`config.mk`:
```
export PLATFORM = sky130hd
export DESIGN_NAME = capture_timer_timestamp_unit
export DESIGN_NICKNAME = d
export VERILOG_FILES = /design/src/verilog/capture_channel.v /design/src/verilog/capture_timer_timestamp_unit.v
export VERILOG_INCLUDE_DIRS = /design/src /design/src/verilog
export SDC_FILE = /design/constraint.sdc
export NUM_CORES = 1
export LEC_CHECK = 0
export ABC_AREA = 1
export BUFFER_PORTS_ARGS = -buffer_cell sky130_fd_sc_hd__buf_4
export CAP_MARGIN = 20
export CORE_ASPECT_RATIO = 1.2
export CORE_UTILIZATION = 55
export DETAILED_ROUTE_END_ITERATION = 8
export PLACE_DENSITY = 0.9
export RECOVER_POWER = 25
export SLEW_MARGIN = 30
export SYNTH_ARGS = -nofsm -noshare
export SYNTH_HDL_FRONTEND = slang
export SYNTH_SLANG_ARGS = --single-unit
```
`constraint.sdc`:
```
create_clock -name sys_clk_in -period 5.95 [get_ports sys_clk_in]
set_input_delay 1.19 -clock sys_clk_in [delete_from_list [all_inputs] [get_ports sys_clk_in]]
set_output_delay 1.19 -clock sys_clk_in [all_outputs]
set_load 0.02 [all_outputs]
```
`src/verilog/capture_consts.vh`:
```
// Constants for the capture timer timestamp unit
`ifndef CAPTURE_CONSTS_VH
`define CAPTURE_CONSTS_VH

// Register byte offsets
`define OFS_STD_CTRL 8'h00
`define OFS_ENH_CTRL 8'h04
`define OFS_STD_VALUE 8'h08
`define OFS_ENH_VALUE 8'h0c
`define OFS_THIRD_TIMER_COUNT_CTRL 8'h10
`define OFS_FLAG_ONE 8'h14
`define OFS_FLAG_TWO 8'h18
`define OFS_INT_EN 8'h1c
`define OFS_CAN_IO 8'h20
`define OFS_STATUS 8'h24

// Field positions
`define BIT_STD_FLAG 2
`define BIT_ENH_FLAG 0
`define BIT_STD_IE 0
`define BIT_ENH_IE 1
`define BIT_CAN_TS 4
`define BIT_STD_USE_T3 3
`define BIT_ENH_USE_T3 6

// Reset values
`define RST_CTRL 6'h00
`define RST_VALUE 16'h0000
`define RST_BYTE 8'h00

// Mode field encodings
`define MODE_OFF 4'h0
`define MODE_CAP_FALL 4'h4
`define MODE_CAP_RISE 4'h5
`define MODE_CAP_DIV4 4'h6
`define MODE_CAP_DIV16 4'h7
`define MODE_CMP_TRIG 4'hb
`define CLASS_CAPTURE 2'b01
`define CLASS_COMPARE 2'b10
`define CLASS_PWM 2'b11

// Prescaler terminal counts
`define PS_LAST_DIV4 4'h3
`define PS_LAST_DIV16 4'hf

// Timebase codes
`define TB_FIRST 2'h1
`define TB_SECOND 2'h2
`define TB_THIRD 2'h3

`endif

```
`src/verilog/capture_channel.v`:
```
// One capture/compare unit: pin sync, edge detect, prescaler, compare match
`timescale 1ns/1ps
`include "capture_consts.vh"

module capture_channel #(
	parameter PS_W = 4
) (
	input wire sys_clk_in, // System clock
	input wire rst_in, // Async reset, active high
	input wire ce_in, // Clock enable
	input wire pad_in, // Raw capture pin level
	input wire latch_in, // Port output latch level
	input wire drive_in, // High while pin is an output
	input wire can_sel_in, // CAN receive replaces pin
	input wire can_rx_in, // CAN message received pulse
	input wire [3:0] mode_in, // Unit mode field
	input wire [15:0] timer_in, // Selected timer count
	input wire [15:0] value_in, // Value pair for compare
	output wire capture_out, // Capture event pulse
	output wire match_out, // Compare match pulse
	output wire trigger_out // Special event trigger pulse
);

reg pad_s1_q;
reg pad_s2_q;
reg level_q;
reg match_q;
reg [PS_W-1:0] ps_cnt_q;
reg [PS_W-1:0] ps_cnt_d;
wire level;
wire rise;
wire fall;
wire is_capture;
wire is_compare;
wire event_hit;
wire ps_full;
wire match_now;

////////////////////////////////////////////////////////////////////////////////
// Pin synchroniser and edge detect

// Two flops before any logic reads the pad
always @(posedge sys_clk_in or posedge rst_in) begin
	if (rst_in) begin
		pad_s1_q <= 1'b0;
		pad_s2_q <= 1'b0;
		level_q <= 1'b0;
	end else if (ce_in) begin
		pad_s1_q <= pad_in;
		pad_s2_q <= pad_s1_q;
		level_q <= level;
	end
end

// A driven pin follows the latch, so a port write is an edge
assign level = drive_in ? latch_in : pad_s2_q;
assign rise = level & ~level_q;
assign fall = ~level & level_q;

////////////////////////////////////////////////////////////////////////////////
// Event select and prescaler

assign is_capture = (mode_in[3:2] == `CLASS_CAPTURE);
assign is_compare = (mode_in[3:2] == `CLASS_COMPARE);

// CAN receive pulse or the chosen pin edge
assign event_hit = ~is_capture ? 1'b0 :
	can_sel_in ? can_rx_in :
	(mode_in == `MODE_CAP_FALL) ? fall : rise;

// Terminal count; >= so a leftover count fires early
assign ps_full = (mode_in == `MODE_CAP_DIV4) ? (ps_cnt_q >= `PS_LAST_DIV4) :
	(mode_in == `MODE_CAP_DIV16) ? (ps_cnt_q >= `PS_LAST_DIV16) :
	1'b1;

// Counter clears outside capture, holds across prescaler change
always @* begin
	ps_cnt_d = ps_cnt_q;
	if (!is_capture) begin
		ps_cnt_d = {PS_W{1'b0}};
	end else if (event_hit) begin
		if (ps_full) begin
			ps_cnt_d = {PS_W{1'b0}};
		end else begin
			ps_cnt_d = ps_cnt_q + {{(PS_W-1){1'b0}}, 1'b1};
		end
	end
end

// Prescaler and compare edge flops
always @(posedge sys_clk_in or posedge rst_in) begin
	if (rst_in) begin
		ps_cnt_q <= {PS_W{1'b0}};
		match_q <= 1'b0;
	end else if (ce_in) begin
		ps_cnt_q <= ps_cnt_d;
		match_q <= match_now;
	end
end

assign capture_out = event_hit & ps_full;

////////////////////////////////////////////////////////////////////////////////
// Compare match, one pulse per match entry

assign match_now = is_compare & (timer_in == value_in);
assign match_out = match_now & ~match_q;
assign trigger_out = match_out & (mode_in == `MODE_CMP_TRIG);

endmodule

```
`src/verilog/capture_timer_timestamp_unit.v`:
```
// Two capture/compare units with timer select, flags and AHB-Lite registers
//
// Chosen here: register access over AHB-Lite and the register addresses.
`timescale 1ns/1ps
`include "capture_consts.vh"

module capture_timer_timestamp_unit #(
	parameter PS_W = 4
) (
	input wire sys_clk_in, // System clock, 125 MHz
	input wire rst_in, // Async reset, active high
	input wire ce_in, // Clock enable, freezes all state
	input wire hsel_in, // AHB slave select
	input wire [31:0] haddr_in, // AHB address
	input wire [1:0] htrans_in, // AHB transfer type
	input wire hwrite_in, // AHB write
	input wire [2:0] hsize_in, // AHB size
	input wire [31:0] hwdata_in, // AHB write data
	input wire hready_in, // AHB bus ready
	output reg [31:0] hrdata_out, // AHB read data
	output reg hreadyout_out, // AHB slave ready
	output reg hresp_out, // AHB response, always OKAY
	input wire std_pin_in, // Standard unit capture pad
	input wire std_latch_in, // Standard pin port latch
	input wire std_drive_in, // Standard pin is an output
	input wire enh_pin_in, // Enhanced unit capture pad
	input wire enh_latch_in, // Enhanced pin port latch
	input wire enh_drive_in, // Enhanced pin is an output
	input wire can_rx_pulse_in, // CAN message received pulse
	input wire [15:0] first_timer_count_in, // First timer count
	input wire [15:0] third_timer_count_in, // Third timer count
	output reg std_irq_out, // Standard flag and enable
	output reg enh_irq_out, // Enhanced flag and enable
	output reg first_timer_reset_out, // Reset pulse to first timer
	output reg third_timer_reset_out, // Reset pulse to third timer
	output reg adc_start_out // Conversion start pulse
);

////////////////////////////////////////////////////////////////////////////////
// Register state

reg [5:0] std_ctrl_q;
reg [5:0] enh_ctrl_q;
reg [15:0] std_value_q;
reg [15:0] enh_value_q;
reg [7:0] third_timer_count_ctrl_q;
reg std_flag_q;
reg enh_flag_q;
reg std_ie_q;
reg enh_ie_q;
reg can_ts_q;

// Bus pipeline
reg wr_pend_q;
reg rd_pend_q;
reg [7:0] addr_q;
reg [31:0] rd_mux;

wire bus_take;
wire wr_now;
wire [3:0] std_mode;
wire [3:0] enh_mode;
wire std_t3;
wire enh_t3;
wire [15:0] std_timer;
wire [15:0] enh_timer;
wire [1:0] std_tb;
wire [1:0] enh_tb;
wire std_cap;
wire enh_cap;
wire std_match;
wire enh_match;
wire std_trig;
wire enh_trig;
wire std_set;
wire enh_set;

assign std_mode = std_ctrl_q[3:0];
assign enh_mode = enh_ctrl_q[3:0];

////////////////////////////////////////////////////////////////////////////////
// Timebase selection

// Select bits in the third timer control register
assign std_t3 = third_timer_count_ctrl_q[`BIT_STD_USE_T3];
assign enh_t3 = third_timer_count_ctrl_q[`BIT_ENH_USE_T3];

// Each unit picks on its own, sharing allowed
assign std_timer = std_t3 ? third_timer_count_in : first_timer_count_in;
assign enh_timer = enh_t3 ? third_timer_count_in : first_timer_count_in;

// PWM units report the second timer as their base
assign std_tb = (std_mode[3:2] == `CLASS_PWM) ? `TB_SECOND :
	std_t3 ? `TB_THIRD : `TB_FIRST;
assign enh_tb = (enh_mode[3:2] == `CLASS_PWM) ? `TB_SECOND :
	enh_t3 ? `TB_THIRD : `TB_FIRST;

////////////////////////////////////////////////////////////////////////////////
// Units

capture_channel #(
	.PS_W(PS_W)
) u_std (
	.sys_clk_in(sys_clk_in),
	.rst_in(rst_in),
	.ce_in(ce_in),
	.pad_in(std_pin_in),
	.latch_in(std_latch_in),
	.drive_in(std_drive_in),
	.can_sel_in(can_ts_q),
	.can_rx_in(can_rx_pulse_in),
	.mode_in(std_mode),
	.timer_in(std_timer),
	.value_in(std_value_q),
	.capture_out(std_cap),
	.match_out(std_match),
	.trigger_out(std_trig)
);

capture_channel #(
	.PS_W(PS_W)
) u_enh (
	.sys_clk_in(sys_clk_in),
	.rst_in(rst_in),
	.ce_in(ce_in),
	.pad_in(enh_pin_in),
	.latch_in(enh_latch_in),
	.drive_in(enh_drive_in),
	.can_sel_in(can_ts_q),
	.can_rx_in(can_rx_pulse_in),
	.mode_in(enh_mode),
	.timer_in(enh_timer),
	.value_in(enh_value_q),
	.capture_out(enh_cap),
	.match_out(enh_match),
	.trigger_out(enh_trig)
);

// Flag set sources
assign std_set = std_cap | std_match;
assign enh_set = enh_cap | enh_match;

////////////////////////////////////////////////////////////////////////////////
// AHB-Lite slave

// Transfers of any size taken only while the slave is ready
assign bus_take = hsel_in & htrans_in[1] & hready_in & hreadyout_out;
assign wr_now = wr_pend_q;

// Bus phase tracking; reads take one wait state
always @(posedge sys_clk_in or posedge rst_in) begin
	if (rst_in) begin
		wr_pend_q <= 1'b0;
		rd_pend_q <= 1'b0;
		addr_q <= 8'h00;
		hreadyout_out <= 1'b1;
		hresp_out <= 1'b0;
		hrdata_out <= 32'h00000000;
	end else if (ce_in) begin
		hresp_out <= 1'b0;
		wr_pend_q <= bus_take & hwrite_in;
		rd_pend_q <= bus_take & ~hwrite_in;
		if (bus_take) begin
			addr_q <= {haddr_in[7:2], 2'b00};
		end
		if (bus_take & ~hwrite_in) begin
			hreadyout_out <= 1'b0;
		end else begin
			hreadyout_out <= 1'b1;
		end
		if (rd_pend_q) begin
			hrdata_out <= rd_mux;
		end
	end
end

// Read data mux, unmapped reads zero
always @* begin
	rd_mux = 32'h00000000;
	case (addr_q)
		`OFS_STD_CTRL: rd_mux[5:0] = std_ctrl_q;
		`OFS_ENH_CTRL: rd_mux[5:0] = enh_ctrl_q;
		`OFS_STD_VALUE: rd_mux[15:0] = std_value_q;
		`OFS_ENH_VALUE: rd_mux[15:0] = enh_value_q;
		`OFS_THIRD_TIMER_COUNT_CTRL: rd_mux[7:0] = third_timer_count_ctrl_q;
		`OFS_FLAG_ONE: rd_mux[`BIT_STD_FLAG] = std_flag_q;
		`OFS_FLAG_TWO: rd_mux[`BIT_ENH_FLAG] = enh_flag_q;
		`OFS_INT_EN: rd_mux[1:0] = {enh_ie_q, std_ie_q};
		`OFS_CAN_IO: rd_mux[`BIT_CAN_TS] = can_ts_q;
		`OFS_STATUS: rd_mux[3:0] = {enh_tb, std_tb};
		default: rd_mux = 32'h00000000;
	endcase
end

////////////////////////////////////////////////////////////////////////////////
// Control and configuration registers

always @(posedge sys_clk_in or posedge rst_in) begin
	if (rst_in) begin
		std_ctrl_q <= `RST_CTRL;
		enh_ctrl_q <= `RST_CTRL;
		third_timer_count_ctrl_q <= `RST_BYTE;
		std_ie_q <= 1'b0;
		enh_ie_q <= 1'b0;
		can_ts_q <= 1'b0;
	end else if (ce_in && wr_now) begin
		case (addr_q)
			// Mode 0000 turns the unit off and clears its prescaler count
			`OFS_STD_CTRL: std_ctrl_q <= hwdata_in[5:0];
			`OFS_ENH_CTRL: enh_ctrl_q <= hwdata_in[5:0];
			`OFS_THIRD_TIMER_COUNT_CTRL: third_timer_count_ctrl_q <= hwdata_in[7:0];
			`OFS_INT_EN: begin
				std_ie_q <= hwdata_in[`BIT_STD_IE];
				enh_ie_q <= hwdata_in[`BIT_ENH_IE];
			end
			`OFS_CAN_IO: can_ts_q <= hwdata_in[`BIT_CAN_TS];
			default: ;
		endcase
	end
end

////////////////////////////////////////////////////////////////////////////////
// Value pairs: capture beats a same-cycle software write

always @(posedge sys_clk_in or posedge rst_in) begin
	if (rst_in) begin
		std_value_q <= `RST_VALUE;
		enh_value_q <= `RST_VALUE;
	end else if (ce_in) begin
		if (std_cap) begin
			std_value_q <= std_timer;
		end else if (wr_now && addr_q == `OFS_STD_VALUE) begin
			std_value_q <= hwdata_in[15:0];
		end
		if (enh_cap) begin
			enh_value_q <= enh_timer;
		end else if (wr_now && addr_q == `OFS_ENH_VALUE) begin
			enh_value_q <= hwdata_in[15:0];
		end
	end
end

////////////////////////////////////////////////////////////////////////////////
// Sticky event flags, set wins over software clear

always @(posedge sys_clk_in or posedge rst_in) begin
	if (rst_in) begin
		std_flag_q <= 1'b0;
		enh_flag_q <= 1'b0;
	end else if (ce_in) begin
		if (std_set) begin
			std_flag_q <= 1'b1;
		end else if (wr_now && addr_q == `OFS_FLAG_ONE) begin
			std_flag_q <= hwdata_in[`BIT_STD_FLAG];
		end
		if (enh_set) begin
			enh_flag_q <= 1'b1;
		end else if (wr_now && addr_q == `OFS_FLAG_TWO) begin
			enh_flag_q <= hwdata_in[`BIT_ENH_FLAG];
		end
	end
end

////////////////////////////////////////////////////////////////////////////////
// Registered outputs: interrupt levels and trigger pulses

always @(posedge sys_clk_in or posedge rst_in) begin
	if (rst_in) begin
		std_irq_out <= 1'b0;
		enh_irq_out <= 1'b0;
		first_timer_reset_out <= 1'b0;
		third_timer_reset_out <= 1'b0;
		adc_start_out <= 1'b0;
	end else if (ce_in) begin
		// Masking the enable hides a false flag on mode change
		std_irq_out <= std_flag_q & std_ie_q;
		enh_irq_out <= enh_flag_q & enh_ie_q;
		// Either trigger resets its own base, shared or not
		first_timer_reset_out <= (std_trig & ~std_t3) | (enh_trig & ~enh_t3);
		third_timer_reset_out <= (std_trig & std_t3) | (enh_trig & enh_t3);
		adc_start_out <= enh_trig;
	end
end

endmodule
```
# After elaboration in Yosys (flattened, before gate mapping)

Index checks and enable logic that the tools add are counted.

Output and inout bits: 39
Flip-flop bits (word level): 103
Input bits: 114
Word-level logic and storage cells: 163

Reduce and logical (&&, ||, !) cells: 23
Eq/ne operators: 27
Multiplexer cells: 41
Bitwise operators: 36
$add $sub $neg: 2
Magnitude comparators: 4

Operator list:

| cell                                                                  | number |
|---|---|
| 16-bit 2-to-1 mux                                                     | 6 |
| 16-bit == test                                                        | 2 |
| 2-bit AND reduction                                                   | 13 |
| 4-bit by 3-bit == test with 1-bit output, second input constant       | 6 |
| 6-bit by 3-bit == test with 1-bit output, second input constant       | 4 |
| 4-bit 2-to-1 mux                                                      | 6 |
| 1-bit AND                                                             | 23 |
| 1-bit 2-to-1 mux                                                      | 17 |
| 8-bit one-hot mux with 2 select lines                                 | 1 |
| 1-bit one-hot mux with 7 select lines                                 | 2 |
| 6-bit by 2-bit == test with 1-bit output, second input constant       | 2 |
| 6-bit by 4-bit == test with 1-bit output, second input constant       | 2 |
| 1-bit one-hot mux with 6 select lines                                 | 2 |
| 1-bit NOT                                                             | 9 |
| 4-bit by 1-bit adder with 4-bit output, second input constant         | 2 |
| 2-bit == test, second input constant                                  | 4 |
| 4-bit == test, second input constant                                  | 2 |
| 4-bit by 2-bit >= comparator with 1-bit output, second input constant | 2 |
| 4-bit >= comparator, second input constant                            | 2 |
| 8-bit logical NOT                                                     | 1 |
| 2-bit 2-to-1 mux                                                      | 4 |
| 1-bit one-hot mux with 8 select lines                                 | 1 |
| 2-bit nonzero test                                                    | 4 |
| 6-bit by 1-bit == test with 1-bit output, second input constant       | 1 |
| 6 further kinds                                                       | 15 |

# Depth between registers and ports, before layout

Depth after elaboration: 10
Mapped depth: 16
Gate-level depth less buffers: 14

# By module

A second synthesis with hierarchy kept.

Cells, all modules: 934
Area total of the unflattened synthesis: 6592.6 um^2

By module, submodules not included:

| module                       | seq. area each (um^2) | area an instance (um^2) | cells each | times used |
|---|---|---|---|---|
| capture_timer_timestamp_unit | 2178.3                | 4888.4                  | 634        | 1 |
| capture_channel              | 200.2                 | 852.1                   | 150        | 2 |

# Worst setup path before layout

Ideal clock, no wire load.

Kind: input to register
Start point: input enh_drive_in
End point: register enh_value_q[12]
Stages: 11
Library setup time: 83 ps
Buffers on the path: 2
Required time: 5867 ps
Data arrival time: 2349 ps
Setup slack: 3519 ps
Cell sequence: o21ai_0 > nand2_1 > nand2_1 > nand3_1 > o21ai_0 > nand2_1 > buf_2 > buf_4 > o21ai_0 > nand2_1 > o21ai_0

Cells in the longest elaborated chain, start to end: 9
Elaborated cells between the ends (all ways): 11
Those cells by class: 5 x mux; 4 x bitwise; 2 x reduce/logical

Ends and longest elaborated chain:

| item                                 | line                               | text |
|---|---|---|
| start: declaration                   | capture_timer_timestamp_unit.v:28  | `input wire enh_drive_in,` |
| 1-bit 2-to-1 mux (*)                 | capture_channel.v:56               | `assign level = drive_in ? latch_in : pad_s2_q;` |
| 1-bit NOT                            | capture_channel.v:58               | `assign fall = ~level & level_q;` |
| 1-bit AND                            | capture_channel.v:58               |  |
| 1-bit 2-to-1 mux (*)                 | capture_channel.v:69               | `` (mode_in == `MODE_CAP_FALL) ? fall : rise; `` |
| 1-bit 2-to-1 mux (*)                 | capture_channel.v:68               | `can_sel_in ? can_rx_in :` |
| 1-bit 2-to-1 mux (*)                 | capture_channel.v:67               | `assign event_hit = ~is_capture ? 1'b0 :` |
| 1-bit AND (*)                        | capture_channel.v:101              | `assign capture_out = event_hit & ps_full;` |
| 2-bit nonzero test (no source line)  | n/a                                |  |
| 2-bit AND reduction (no source line) | n/a                                |  |
| end signal: assignment               | capture_timer_timestamp_unit.v:228 | `` enh_value_q <= `RST_VALUE; `` |
| end signal: assignment               | capture_timer_timestamp_unit.v:236 | `enh_value_q <= enh_timer;` |
| end signal: assignment               | capture_timer_timestamp_unit.v:238 | `enh_value_q <= hwdata_in[15:0];` |
| end: declaration                     | capture_timer_timestamp_unit.v:45  | `reg [15:0] enh_value_q;` |

Every way passes the cells marked *; elsewhere a longest branch is shown, timed or not.
A chain may end at the register's enable or synchronous reset.

# Final worst setup path

Start point: input ce_in
End point: register std_value_q[7]

Cells in the longest elaborated chain, start to end: 1

Ends and longest elaborated chain:

| item                                 | line                               | text |
|---|---|---|
| start: declaration                   | capture_timer_timestamp_unit.v:12  | `input wire ce_in,` |
| 2-bit AND reduction (no source line) | n/a                                |  |
| end signal: assignment               | capture_timer_timestamp_unit.v:227 | `` std_value_q <= `RST_VALUE; `` |
| end signal: assignment               | capture_timer_timestamp_unit.v:231 | `std_value_q <= std_timer;` |
| end signal: assignment               | capture_timer_timestamp_unit.v:233 | `std_value_q <= hwdata_in[15:0];` |
| end: declaration                     | capture_timer_timestamp_unit.v:44  | `reg [15:0] std_value_q;` |

No other way between the ends.

==> results_dict.tcl <==
set metrics [dict create \
    status "complete, but fails checks" \
    violations "capacitance limit, slew limit" \
    r2r_slack_ps 2950 \
    ios 153 \
    placedCellCount 1146 \
    synth_simple_gate_area_frac 0.3281 \
    post_cts_buffers 0 \
    cts_resized 0 \
    clk_latency_ps 350 \
    drive_gt1_frac 0.1220 \
    dpl_cell_area_sq_mm 0.006942 \
    root_buffer "clkbuf_16" \
    die_x_um 99.53 \
    drc 0 \
    post_drt_wl_per_cell_um 14.56 \
    syn_area_sq_mm 0.006277 \
    fin_cells 1162 \
    max_slew_margin -0.03900 \
    maxSlewViolCount 34 \
    synth_edf_count 0 \
    final.setup_skew_ps 6.268 \
    max-vdd-ir-drop_mv 0.1416 \
    critPathArrivalTime_ps 3560 \
    netSwitchingFraction 0.2889 \
    place.gp.congestion 0.9774 \
    power_frac_seq 0.471 \
    vias 6329 \
    synth_top_family_by_area "simple AND/OR/NAND/NOR gates" \
    required_ps 6220 \
    initial_core_util 0.5661 \
    utilization 0.6531 \
    synth_ff_type "dfrtp_1" \
    syn2layout_area_growth_pct 15.37 \
    finalNetCount 1119 \
    critPathKind "primary input to register" \
    tightest_slew_ps 1550 \
    synthTopCellsByArea "dfrtp_1 41%, nand2_1 23%, o21ai_0 7.0%, inv_1 5.9%, nand3_1 5.1%" \
    track_usage 0.3010 \
    cts_buffer_depth 2 \
    synth_compound_area_frac 0.1409 \
    via_per_inst 5.447 \
    netlist_instances 931 \
    clock_power_share 0.367 \
    hold_viol_final 0 \
    synth-seq-area-share 0.4108 \
    cts_buffers 9 \
    yosysTopAreaCell "dfrtp_1" \
    critPathMaxFanout 32 \
    syn_avg_cell_area_sq_um 6.743 \
    synth_adder_area_share 0.003986 \
    fillCellCount 961 \
    grt_max_degree 72 \
    synth_xor_area_frac 0.002791 \
    fin_tns_setup_ps 0 \
    p_leak_nw 3.871 \
    ys_warn_count 0 \
    postRouteAntennaNets 0 \
    grt_pass1_wl_um 28010 \
    fin_area_sq_mm 0.007242 \
    die_h_um 119.0 \
    drtPass1Iterations 5 \
    drt-initial-drc-count 611 \
    die_area_sq_mm 0.01185 \
    period_share 0.5536 \
    p_sw_w 0.0004777 \
    antenna_found_initial 0 \
    final_common_cell "nand2_1" \
    place.detailed.hpwl_um 11600 \
    setup_viol 0 \
    grt_pass1_vias 6052 \
    end_kind "register" \
    internal_power_w 0.001176 \
    core-area_sq_mm 0.01109 \
    async_reset_ff_frac 1.000 \
    netlist.area_leader.share 0.4066 \
    grt.overflow.total 0 \
    fin_crit_ps 3294 \
    muxShareOfSynthArea 0.005182 \
    cts_tree "built" \
    final_cell_mix "377 x nand2_1, 102 x dfrtp_1, 97 x inv_1, 90 x buf_4, 88 x o21ai_0" \
    grt_setup_unrepaired "false" \
    h-tree-depth 3 \
    port_buffers 89 \
    cts.sinks 103 \
    hold_buffers 0 \
    ys_ff_latch 103 \
    power_density_mw_per_mm2 228.3 \
    drv_cap 1 \
    drt-total-wl_um 16920 \
    crit_path_start_kind "primary input" \
    yosysUniqueCellTypes 38 \
    comb_power_share 0.162 \
    antenna_cells 0 \
    path_clk_slew_ps 70 \
    rows 42 \
    max_freq_mhz 303.6 \
    hold_path_class "register to register" \
]
==> layer usage <==
| layer | track usage | vias up | wire, um |
|---|---|---|---|
| met5 | 0 | - | 0 |
| met4 | 0.1691 | 0 | 713 |
| met3 | 0.04284 | 62 | 1419 |
| met2 | 0.5017 | 308 | 8159 |
| met1 | 0.3734 | 2863 | 6629 |
| li1 | - | 3096 | - |
==> cells in the mapped netlist, drive strengths merged, types with 6 or more instances <==
cell	instances
o21ai	109
a22oi	15
dfrtp	102
inv	101
buf	39
a21oi	14
nand2	379
nand3	64
nor3	7
nor2	54
nand4	6
clkbuf	9
==> cell families after synthesis <==
logic type / after synthesis
multiplexers: 3
buffers and inverters: 151
other: 1
adder cells (fa/ha/maj): 2
XOR/XNOR: 2
AND/OR/NAND/NOR: 513
AO/OA/AOI/OAI: 156
flip-flops: 103
==> worst paths after layout <==
check                                                     to                                    start  cells past startpoint
hold reg to reg                   u_enh.pad_s1_q$_DFFE_PP0P_               u_enh.pad_s1_q$_DFFE_PP0P_                      2
min in group asynchronous         std_value_q[4]$_DFFE_PP0P_                                   rst_in                      2
setup / recovery                  std_value_q[7]$_DFFE_PP0P_                                    ce_in                      6
max in group asynchronous             std_flag_q$_DFFE_PP0P_                                   rst_in                      3
hold / removal                    u_enh.pad_s1_q$_DFFE_PP0P_               u_enh.pad_s1_q$_DFFE_PP0P_                      2
setup reg to reg           third_timer_reset_out$_DFFE_PP0P_  third_timer_count_ctrl_q[6]$_DFFE_PP0P_                     14
==> per-stage QoR <==
step	power (W)	setup WS, ps	hold WS [ps]
detailed placement	0.001056	2452	458.4
CTS	0.001651	2808	476.4
global placement	0.001049	2509	451.4
finish	0.001654	2656	475.6
global route	0.001717	2443	499.5
floorplan	0.0009607	2058	436.7
==> power by group through the flow <==
stage | combinational [W] | sequential (W) | clock [W]
after floorplan | 0.000163 | 0.000798 | 0
after global placement | 0.000260 | 0.000790 | 0
after global routing | 0.000303 | 0.000785 | 0.000629
after detailed placement | 0.000265 | 0.000791 | 0
after CTS | 0.000267 | 0.000778 | 0.000606
final | 0.000268 | 0.000779 | 0.000606
==> worst max-delay path, stage by stage <==
cell      delay [ps]
clkbuf_1         740
clkinv_1         760
o22ai_2          260
buf_4            370
nand2_1           90
o21ai_1          110
==> sequential cells by signal, summed over array words and instances, names as in the netlist, 6 cells and up <==
register                  cells
addr_q                        6
enh_ctrl_q                    6
hrdata_out                   16
third_timer_count_ctrl_q      8
std_ctrl_q                    6
enh_value_q                  16
std_value_q                  16
==> layout make-up <==
class | count | area (sq um) | area share
inverter | 103 | 387.9 | 0.05356
clock buffer | 10 | 229.0 | 0.03162
multi-input combinational | 693 | 3085 | 0.4261
tap | 154 | 192.7 | 0.02661
timing repair buffer | 93 | 698.2 | 0.09641
sequential | 103 | 2579 | 0.3561
clock inverter | 6 | 70.07 | 0.009675
Power figures use the tool's default switching activity.
